File: src/rtl/sctr_pkg.sv
// How it works
// all clocks come from five sources
// root clock: PLL output or internal oscillator
// core clock capped at half PLL rate
// core clock divided from root clock
// system bus and fabric bus clocks divided
// three peripheral clocks divided from root
// dedicated peripheral: select, then divide
// sampler clock: fast/20 if stable, else internal
// error-control count clock is fast/20
// monitors get monitored, sampling, register clocks
// monitors flag frequency anomalies while enabled
// each external output picks four sources
// two quartz inputs, two external outputs; the code has only one crystal input (xtal)
// crystal frequency code, upper codes prohibited
// selectors switch without runt pulses
`default_nettype none
package sctr_pkg;

  // ==========================================================
  // divider chain
  localparam int unsigned DIV_W = 10;
  localparam int unsigned DV_F20 = 0;
  localparam int unsigned DV_PLL = 1;
  localparam int unsigned DV_CPU = 2;
  localparam int unsigned DV_SBUS = 3;
  localparam int unsigned DV_FBUS = 4;
  localparam int unsigned DV_UHSB = 5;
  localparam int unsigned DV_HSB = 6;
  localparam int unsigned DV_LSB = 7;
  localparam int unsigned DV_PER = 8;
  localparam int unsigned DV_EXA = 9;
  localparam int unsigned DV_EXB = 10;
  localparam int unsigned DV_N = 11;

  localparam logic [DIV_W-1:0] RATIO_ONE = 10'h001;
  localparam logic [DIV_W-1:0] FAST_LPS_DIV = 10'h014; // fast oscillator / 20
  localparam logic [DIV_W-1:0] CORE_MIN_DIV = 10'h002; // vco runs at twice core max

  // ==========================================================
  // crystal frequency code
  localparam logic [2:0] XTAL_16MHZ = 3'h0;
  localparam logic [2:0] XTAL_20MHZ = 3'h1;
  localparam logic [2:0] XTAL_24MHZ = 3'h2;
  localparam logic [2:0] XTAL_40MHZ = 3'h3;
  localparam int unsigned XTAL_BAD_BIT = 2;

  // ==========================================================
  // clock monitor
  localparam int unsigned MON_N = 4;
  localparam int unsigned MON_CW = 16;
  localparam logic [MON_CW-1:0] MON_ONE = 16'h0001;
  localparam logic [MON_CW-1:0] MON_MAX = 16'hFFFF;
  localparam logic [7:0] GAP_ONE = 8'h01;

  // ==========================================================
  // selector codes
  typedef enum logic {ROOT_IOSC = 1'h0, ROOT_PLL = 1'h1} sctr_root_t;
  typedef enum logic {IOSC_SLOW = 1'h0, IOSC_FAST = 1'h1} sctr_iosc_t;
  typedef enum logic [1:0] {
    SEL_XTAL = 2'h0,
    SEL_FPER = 2'h1,
    SEL_SLOW = 2'h2,
    SEL_F20  = 2'h3
  } sctr_sel4_t;

  // ==========================================================
  // carriers
  typedef struct packed {
    logic hv;
    logic pll;
    logic slow;
    logic fast;
    logic xtal;
  } sctr_src_t;

  typedef struct packed {
    logic [DIV_W-1:0] pll;
    logic [DIV_W-1:0] cpu;
    logic [DIV_W-1:0] sbus;
    logic [DIV_W-1:0] fbus;
    logic [DIV_W-1:0] uhsb;
    logic [DIV_W-1:0] hsb;
    logic [DIV_W-1:0] lsb;
    logic [DIV_W-1:0] per;
    logic [DIV_W-1:0] exa;
    logic [DIV_W-1:0] exb;
  } sctr_div_cfg_t;

  typedef struct packed {
    logic cpu;
    logic sbus;
    logic fbus;
    logic uhsb;
    logic hsb;
    logic lsb;
  } sctr_bus_tick_t;

  typedef struct packed {
    logic [DIV_W-1:0] cnt;
    logic             out;
  } sctr_div_st_t;

  typedef struct packed {
    sctr_src_t                       src_s1;
    sctr_src_t                       src_s2;
    sctr_src_t                       src_s3;
    logic                            stb_s1;
    logic                            stb_s2;
    sctr_root_t                      sys_sel;
    sctr_iosc_t                      iosc_sel;
    sctr_sel4_t                      per_sel;
    sctr_sel4_t                      exa_sel;
    sctr_sel4_t                      exb_sel;
    logic                            sys_tick;
    logic                            iosc_tick;
    logic                            lps_tick;
    logic                            ecm_tick;
    logic [MON_N-1:0]                mon_tick;
    logic                            smp_tick;
    logic                            reg_tick;
    logic                            xtal_err;
    logic [MON_CW-1:0]               win;
    logic [MON_N-1:0][MON_CW-1:0]    mon_cnt;
    logic [MON_N-1:0]                anom;
    logic [MON_N-1:0]                armed;
  } sctr_state_t;

endpackage
`default_nettype wire

File: src/rtl/sctr_tick_div.sv
`timescale 1ns/10ps
`default_nettype none
module sctr_tick_div
  import sctr_pkg::*;
(
  // clock and reset
  input  wire logic             i_system_root_clock,
  input  wire logic             i_sys_rst,
  // enable in, ratio, enable out
  input  wire logic             i_tick,
  input  wire logic [DIV_W-1:0] i_ratio,
  output logic                  o_tick
);

  sctr_div_st_t st_ff;
  sctr_div_st_t nxt_st;
  logic [DIV_W-1:0] ratio_eff;

  // ratio zero behaves as one, so a cleared field never stalls the clock
  assign ratio_eff = (i_ratio == '0) ? RATIO_ONE : i_ratio;

  // ==========================================================
  // count input pulses, emit one pulse per ratio
  always_comb begin
    nxt_st = st_ff;
    nxt_st.out = 1'b0;
    if (i_tick) begin
      // >= rather than == so a lowered ratio takes effect at once
      if ((st_ff.cnt + RATIO_ONE) >= ratio_eff) begin
        nxt_st.cnt = '0;
        nxt_st.out = 1'b1;
      end else begin
        nxt_st.cnt = st_ff.cnt + RATIO_ONE;
      end
    end
  end

  always_ff @(posedge i_system_root_clock or posedge i_sys_rst) begin
    if (i_sys_rst) begin
      st_ff <= '0;
    end else begin
      st_ff <= nxt_st;
    end
  end

  assign o_tick = st_ff.out;
endmodule
`default_nettype wire

File: src/rtl/sctr_clock_tree.sv
`timescale 1ns/10ps
`default_nettype none
module sctr_clock_tree
  import sctr_pkg::*;
#(
  parameter logic [MON_CW-1:0]            MON_WIN = 16'h0010,
  parameter logic [MON_N-1:0][MON_CW-1:0] MON_LO  = {MON_N{16'h0002}},
  parameter logic [MON_N-1:0][MON_CW-1:0] MON_HI  = {MON_N{16'h0100}}
)
(
  // clock and reset
  input  wire logic           i_system_root_clock,
  input  wire logic           i_sys_rst,
  // oscillator levels and fast oscillator stable, asynchronous
  input  wire sctr_src_t      i_src_lvl,
  input  wire logic           i_fast_stable,
  // selector and divider settings
  input  wire sctr_root_t     i_sys_sel,
  input  wire sctr_iosc_t     i_iosc_sel,
  input  wire sctr_sel4_t     i_per_sel,
  input  wire sctr_sel4_t     i_exa_sel,
  input  wire sctr_sel4_t     i_exb_sel,
  input  wire sctr_div_cfg_t  i_div_cfg,
  input  wire logic [2:0]     i_crystal_freq_select,
  input  wire logic [MON_N-1:0] i_mon_en,
  // root, internal and pll clock enables
  output logic                o_sys_tick,
  output logic                o_iosc_tick,
  output logic                o_pll_tick,
  // cpu, bus and peripheral clock enables
  output sctr_bus_tick_t      o_bus,
  output logic                o_per_tick,
  output logic                o_lps_tick,
  output logic                o_ecm_tick,
  // external clock outputs
  output logic                o_exa_tick,
  output logic                o_exb_tick,
  // clock monitor supply and result
  output logic [MON_N-1:0]    o_mon_tick,
  output logic                o_mon_smp_tick,
  output logic                o_mon_reg_tick,
  output logic [MON_N-1:0]    o_mon_anom,
  // crystal code prohibited
  output logic                o_xtal_cfg_err
);

  sctr_state_t st_ff;
  sctr_state_t nxt_st;
  sctr_src_t   src_tick;
  logic [DV_N-1:0]            dv_in;
  logic [DV_N-1:0]            dv_out;
  logic [DV_N-1:0][DIV_W-1:0] dv_ratio;
  logic iosc_cur;
  logic root_cur;
  logic per_cur;
  logic exa_cur;
  logic exb_cur;
  logic [DIV_W-1:0] cpu_ratio;
  logic win_end;
  logic [MON_N-1:0] mon_src;

  // ==========================================================
  // source pulses from the second sync stage against the third; limited to sources well below
  // half the system clock, faster ones must be pre-scaled at the oscillator
  assign src_tick = sctr_src_t'(st_ff.src_s2 & ~st_ff.src_s3);

  function automatic logic pick4(input sctr_sel4_t s, input logic xtal,
                                 input logic fper, input logic slow, input logic f20);
    unique case (s)
      SEL_XTAL: pick4 = xtal;
      SEL_FPER: pick4 = fper;
      SEL_SLOW: pick4 = slow;
      SEL_F20:  pick4 = f20;
    endcase
  endfunction

  // ==========================================================
  // selector outputs from the registered selections
  always_comb begin
    iosc_cur = (st_ff.iosc_sel == IOSC_FAST) ? src_tick.fast : src_tick.slow;
    root_cur = (st_ff.sys_sel == ROOT_PLL) ? dv_out[DV_PLL] : iosc_cur;
    per_cur  = pick4(st_ff.per_sel, src_tick.xtal, dv_out[DV_HSB],
                     src_tick.slow, dv_out[DV_F20]);
    exa_cur  = pick4(st_ff.exa_sel, src_tick.xtal, dv_out[DV_HSB],
                     src_tick.slow, dv_out[DV_F20]);
    exb_cur  = pick4(st_ff.exb_sel, src_tick.xtal, dv_out[DV_HSB],
                     src_tick.slow, dv_out[DV_F20]);
  end

  // core divider held at two or more while the undivided pll feeds the root
  assign cpu_ratio = ((st_ff.sys_sel == ROOT_PLL) && (i_div_cfg.pll <= RATIO_ONE) &&
                      (i_div_cfg.cpu < CORE_MIN_DIV)) ? CORE_MIN_DIV : i_div_cfg.cpu;

  // ==========================================================
  // divider inputs and ratios
  always_comb begin
    dv_in = '0;
    dv_in[DV_F20]  = src_tick.fast;
    dv_in[DV_PLL]  = src_tick.pll;
    dv_in[DV_CPU]  = root_cur;
    dv_in[DV_SBUS] = root_cur;
    dv_in[DV_FBUS] = root_cur;
    dv_in[DV_UHSB] = root_cur;
    dv_in[DV_HSB]  = root_cur;
    dv_in[DV_LSB]  = root_cur;
    dv_in[DV_PER]  = per_cur;
    dv_in[DV_EXA]  = exa_cur;
    dv_in[DV_EXB]  = exb_cur;
    dv_ratio = '0;
    dv_ratio[DV_F20]  = FAST_LPS_DIV;
    dv_ratio[DV_PLL]  = i_div_cfg.pll;
    dv_ratio[DV_CPU]  = cpu_ratio;
    dv_ratio[DV_SBUS] = i_div_cfg.sbus;
    dv_ratio[DV_FBUS] = i_div_cfg.fbus;
    dv_ratio[DV_UHSB] = i_div_cfg.uhsb;
    dv_ratio[DV_HSB]  = i_div_cfg.hsb;
    dv_ratio[DV_LSB]  = i_div_cfg.lsb;
    dv_ratio[DV_PER]  = i_div_cfg.per;
    dv_ratio[DV_EXA]  = i_div_cfg.exa;
    dv_ratio[DV_EXB]  = i_div_cfg.exb;
  end

  // one divider per derived clock
  for (genvar g = 0; g < DV_N; g++) begin : g_div
    sctr_tick_div u_div (
      .i_system_root_clock (i_system_root_clock),
      .i_sys_rst (i_sys_rst),
      .i_tick    (dv_in[g]),
      .i_ratio   (dv_ratio[g]),
      .o_tick    (dv_out[g])
    );
  end

  assign mon_src = {src_tick.pll, src_tick.slow, src_tick.fast, src_tick.xtal};
  assign win_end = src_tick.hv && (st_ff.win == (MON_WIN - MON_ONE));

  // ==========================================================
  // next state: sync, selectors, registered enables, monitors
  always_comb begin
    nxt_st = st_ff;
    nxt_st.src_s1 = i_src_lvl;
    nxt_st.src_s2 = st_ff.src_s1;
    nxt_st.src_s3 = st_ff.src_s2;
    nxt_st.stb_s1 = i_fast_stable;
    nxt_st.stb_s2 = st_ff.stb_s1;
    // a selection moves only in a cycle where old and new source are idle,
    // so no pulse is cut short or doubled across the switch
    if (!src_tick.fast && !src_tick.slow) begin
      nxt_st.iosc_sel = i_iosc_sel;
    end
    if (!dv_out[DV_PLL] && !iosc_cur) begin
      nxt_st.sys_sel = i_sys_sel;
    end
    if (!per_cur && !pick4(i_per_sel, src_tick.xtal, dv_out[DV_HSB],
                           src_tick.slow, dv_out[DV_F20])) begin
      nxt_st.per_sel = i_per_sel;
    end
    if (!exa_cur && !pick4(i_exa_sel, src_tick.xtal, dv_out[DV_HSB],
                           src_tick.slow, dv_out[DV_F20])) begin
      nxt_st.exa_sel = i_exa_sel;
    end
    if (!exb_cur && !pick4(i_exb_sel, src_tick.xtal, dv_out[DV_HSB],
                           src_tick.slow, dv_out[DV_F20])) begin
      nxt_st.exb_sel = i_exb_sel;
    end
    nxt_st.sys_tick  = root_cur;
    nxt_st.iosc_tick = iosc_cur;
    nxt_st.lps_tick  = st_ff.stb_s2 ? dv_out[DV_F20] : iosc_cur;
    nxt_st.ecm_tick  = dv_out[DV_F20];
    nxt_st.mon_tick  = mon_src;
    nxt_st.smp_tick  = src_tick.hv;
    nxt_st.reg_tick  = dv_out[DV_LSB];
    nxt_st.xtal_err  = i_crystal_freq_select[XTAL_BAD_BIT];
    // sampling window counted in high-voltage oscillator pulses
    if (src_tick.hv) begin
      nxt_st.win = win_end ? '0 : (st_ff.win + MON_ONE);
    end
    for (int m = 0; m < MON_N; m++) begin
      if (!i_mon_en[m]) begin
        nxt_st.mon_cnt[m] = '0;
        nxt_st.anom[m]    = 1'b0;
        nxt_st.armed[m]   = 1'b0;
      end else if (win_end) begin
        // the first window after enable is partial, so it only arms the check
        if (st_ff.armed[m] &&
            ((st_ff.mon_cnt[m] < MON_LO[m]) || (st_ff.mon_cnt[m] > MON_HI[m]))) begin
          nxt_st.anom[m] = 1'b1;
        end
        nxt_st.armed[m]   = 1'b1;
        nxt_st.mon_cnt[m] = '0;
      end else if (mon_src[m] && (st_ff.mon_cnt[m] != MON_MAX)) begin
        nxt_st.mon_cnt[m] = st_ff.mon_cnt[m] + MON_ONE;
      end
    end
  end

  // boots from the slow internal oscillator with every selector at code zero
  always_ff @(posedge i_system_root_clock or posedge i_sys_rst) begin
    if (i_sys_rst) begin
      st_ff <= '0;
    end else begin
      st_ff <= nxt_st;
    end
  end

  // ==========================================================
  // outputs, all from flip-flops
  assign o_sys_tick     = st_ff.sys_tick;
  assign o_iosc_tick    = st_ff.iosc_tick;
  assign o_pll_tick     = dv_out[DV_PLL];
  assign o_bus.cpu      = dv_out[DV_CPU];
  assign o_bus.sbus     = dv_out[DV_SBUS];
  assign o_bus.fbus     = dv_out[DV_FBUS];
  assign o_bus.uhsb     = dv_out[DV_UHSB];
  assign o_bus.hsb      = dv_out[DV_HSB];
  assign o_bus.lsb      = dv_out[DV_LSB];
  assign o_per_tick     = dv_out[DV_PER];
  assign o_lps_tick     = st_ff.lps_tick;
  assign o_ecm_tick     = st_ff.ecm_tick;
  assign o_exa_tick     = dv_out[DV_EXA];
  assign o_exb_tick     = dv_out[DV_EXB];
  assign o_mon_tick     = st_ff.mon_tick;
  assign o_mon_smp_tick = st_ff.smp_tick;
  assign o_mon_reg_tick = st_ff.reg_tick;
  assign o_mon_anom     = st_ff.anom;
  assign o_xtal_cfg_err = st_ff.xtal_err;

  // ==========================================================
  // checks
  logic [7:0] f20_gap_ff;
  logic       f20_seen_ff;

  // helper: fast pulses between two divided pulses
  always_ff @(posedge i_system_root_clock or posedge i_sys_rst) begin
    if (i_sys_rst) begin
      f20_gap_ff  <= '0;
      f20_seen_ff <= 1'b0;
    end else if (dv_out[DV_F20]) begin
      f20_gap_ff  <= src_tick.fast ? GAP_ONE : '0;
      f20_seen_ff <= 1'b1;
    end else if (src_tick.fast) begin
      f20_gap_ff  <= f20_gap_ff + GAP_ONE;
    end
  end
endmodule
`default_nettype wire

File: config.mk
export PLATFORM = sky130hd
export DESIGN_NAME = sctr_clock_tree
export DESIGN_NICKNAME = d
export VERILOG_FILES = /design/src/rtl/sctr_pkg.sv /design/src/rtl/sctr_tick_div.sv /design/src/rtl/sctr_clock_tree.sv
export SDC_FILE = /design/constraint.sdc
export NUM_CORES = 1
export LEC_CHECK = 0
export BUFFER_PORTS_ARGS = -buffer_cell sky130_fd_sc_hd__buf_4
export CORE_MARGIN = 3
export CORE_UTILIZATION = 54
export DETAILED_ROUTE_END_ITERATION = 10
export PLACE_DENSITY = 0.77
export SLEW_MARGIN = 40
export SYNTH_ARGS = -nofsm -noshare
export SYNTH_HDL_FRONTEND = slang
export SYNTH_SLANG_ARGS = --single-unit
export TNS_END_PERCENT = 5
File: constraint.sdc
create_clock -name i_system_root_clock -period 7.79 [get_ports i_system_root_clock]
set_input_delay 1.558 -clock i_system_root_clock [delete_from_list [all_inputs] [get_ports i_system_root_clock]]
set_output_delay 1.558 -clock i_system_root_clock [all_outputs]
set_load 0.05 [all_outputs]
==> results.toml <==
[global_route]
globalRouteTotalUtil = 0.2109
grt_max_degree = 91
grt_pass1_wl_um = 52870
grt_pass1_vias = 11581
overflow = 0
antenna_found_initial = 0

[run]
drv_cap = 0

[hold_path]
holdPathStages = 0
holdCritPathClass = "register to register"
min_to = "nxt_st[111]"
min-delay-start = "nxt_st[116]"

[clock_tree]
cts_hold_buf = 0
cts.path.max_buffers = 3
clock_sinks = 245
cts-buffers-inserted = 28
clk_pin_slew_worst_paths_ns = 0.06
cts_root_buf = "clkbuf_16"
insertion_delay_ns = 0.54
cts_setup_buffers = 0
post_cts_resized = 0
tritoncts = "done"
htreeDepth = 1

[detailed_routing]
first_iter_violations = 624
firstDrtPassIters = 4
final_antenna_net_count = 0
viasPerCell = 5.659
wl_per_cell_um = 14.87
drc = 0
finalWirelength_um = 30910
vias = 11766

[sta]
fin_setup_tns_ns = 0
tightest_slew_ns = 0.7315
finClkSkew_ns = 0.01622
drv_slew = 0
rsz0062_at_grt = "false"
fin_crit_ns = 3.993
hold_violations = 0
fin_crit_sh = 0.5126
slew_headroom = 0.5123
setup-violations-final = 0
fmax_ghz = 0.2504

[cells_and_area]
drive_gt1_frac = 0.1393
layout.nets = 1964
diodes = 0
final_common_cell = "dfrtp_1"
stdcell_count = 2079
final_cell_mix = "dfrtp_1 (245), nand2_1 (205), buf_4 (150)"
area.growth.synth_to_final_pct = 15.03

[power_and_ir_drop]
p_per_area_mw_per_mm2 = 265.6
p_switching_mw = 1.592
swShare = 0.3526
p_leak_nw = 8.213
worst_ir_drop_vdd_v = 0.0001759
combPwrFrac = 0.315
p_clk_frac = 0.278
seq_power_share = 0.407
p_int_mw = 2.923

[critical_path]
reg2reg_depth = 9
crit_fanout = 11
critical_path_required_ns = 8.21
arrival_ns = 4.41
ff2ff_setup_slack_ns = 4.18
regToRegStartpoint = "nxt_st[110]"
cp-start-kind = "primary input"
endpoint_kind = "register"
regToRegEndpoint = "g_div[5].u_div.st_ff[3]"
critPathKind = "primary input to register"

[outcome]
status = "finished, final reports clean"

[floorplan]
row_count = 59
die_y_um = 171.4
coreArea_mm2 = 0.02650
dieArea_mm2 = 0.02938
die_w_um = 171.4
initial_core_util = 0.5575
io_pins = 148

[synth]
synthSimpleGateAreaFrac = 0.2040
syn_nets = 1839
synthAdderAreaFrac = 0.09908
async_flop_share = 1.000
synth_top_family_by_area = "simple AND/OR/NAND/NOR gates"
avgSynthCellArea_um2 = 9.240
synth_compound_area_frac = 0.1285
synth_ff_type = "dfrtp_1"
synth_area_mm2 = 0.01478
ys_seq_area_frac = 0.4149
synth_edf_count = 0
ys_ff_latch = 245
synth_xor_area_frac = 0.08121
yosysWarnings = 0
synth.distinct_cells = 67
synthCells = 1599
muxShareOfSynthArea = 0.02388

[placed_design]
placed_cells = 2029
gp_congestion = 0.8579
dp_hpwl_um = 22400
port_buffers = 145
[final cells by class]
type / count / area (µm²)
well taps: 335 / 419.2
clock buffers: 41 / 830.8
inverters: 111 / 420.4
fillers: 2141 / 9505
clock inverters: 9 / 56.30
multi-input cells: 1185 / 7945
repair buffers: 153 / 1194
flip-flops and latches: 245 / 6131
[worst max-delay path, stage by stage]
cell       delay (ns)
buf_4            0.11
nor4_1           0.26
nand4_1          0.12
nor3_1           0.35
nand2_1          0.10
nor2_1           0.11
nor2_1           0.05
ha_1             0.27
o211ai_1         0.08
a21oi_1          0.16
o2111ai_1        0.15
a21oi_1          0.62
nor2_1           0.16
mux2_2           0.30
[cells in the mapped netlist, types with 29 or more instances]
| cell type | number | area, µm² |
|---|---|---|
| inv_1 | 107 | 401.6 |
| xor2_1 | 66 | 578.1 |
| and3_1 | 35 | 219.0 |
| ha_1 | 117 | 1464 |
| clkbuf_1 | 31 | 116.4 |
| o21ai_0 | 109 | 545.5 |
| nor4_1 | 29 | 181.4 |
| nor3_1 | 44 | 220.2 |
| nand3_1 | 74 | 370.4 |
| xnor2_1 | 71 | 621.9 |
| dfrtp_1 | 245 | 6131 |
| nand2_1 | 205 | 769.5 |
| nor2_1 | 117 | 439.2 |
[power by group through the flow]
stage                     clock [mW]  combinational, mW  sequential (mW)
after floorplan                    0               1.09             1.79
after global placement             0               1.35             1.84
after detailed placement           0               1.43             1.85
after CTS                       1.29               1.44             1.83
after global routing            1.34               1.64             1.88
final                           1.25               1.42             1.84
[how the worst max path moves through the flow]
stage             startpoint                       to  slack [ns]  cells after the start
2_1_floorplan      i_sys_rst    g_div[0].u_div.o_tick        3.01                      1
3_3_place_gp   i_div_cfg[94]  g_div[2].u_div.st_ff[1]        3.32                     14
3_5_place_dp   i_div_cfg[94]  g_div[2].u_div.st_ff[1]        3.32                     14
4_1_cts        i_div_cfg[94]  g_div[2].u_div.st_ff[1]        3.85                     14
5_1_grt        i_div_cfg[94]  g_div[2].u_div.st_ff[1]        3.43                     14
6_report       i_div_cfg[94]  g_div[2].u_div.st_ff[1]        3.80                     14
[state kept, by name (all words and copies together) (netlist names)]
register            flops
o_mon_reg_tick          1
o_mon_smp_tick          1
o_mon_anom              4
o_xtal_cfg_err          1
g_div.u_div.st_ff     110
o_lps_tick              1
o_sys_tick              1
nxt_st                 11
o_ecm_tick              1
g_div.u_div.o_tick     11
o_iosc_tick             1
st_ff                  98
o_mon_tick              4
[routing by layer]
layer  track usage  routed length [µm]  up-vias
met5             0                   0        -
met4       0.05563                 585        0
met3       0.03080                1117       41
met2        0.3571               15110      210
met1        0.2865               14100     5638
li1              -                   -     5877
[per-stage QoR]
step           setup WS (ns)  utilization  hold slack (ns)  area (µm²)  total power [mW]
6_report               3.797       0.6413           0.3454       17000             4.514
5_1_grt                3.433       0.6413           0.3524       17000             4.865
4_1_cts                3.850       0.6413           0.3444       17000             4.556
3_5_place_dp           3.320       0.6079           0.3355       16110             3.280
3_3_place_gp           3.321       0.6059           0.3335       16060             3.180
2_1_floorplan          3.014            -           0.3312       14780             2.876
[logic make-up after synthesis]
logic type | Yosys count
compound gates | 285
xor+xnor | 137
fa+ha+maj | 117
buf+inv | 169
flops | 245
mux | 29
simple gates | 617
Note: power is estimated with default switching activity, not from simulation.
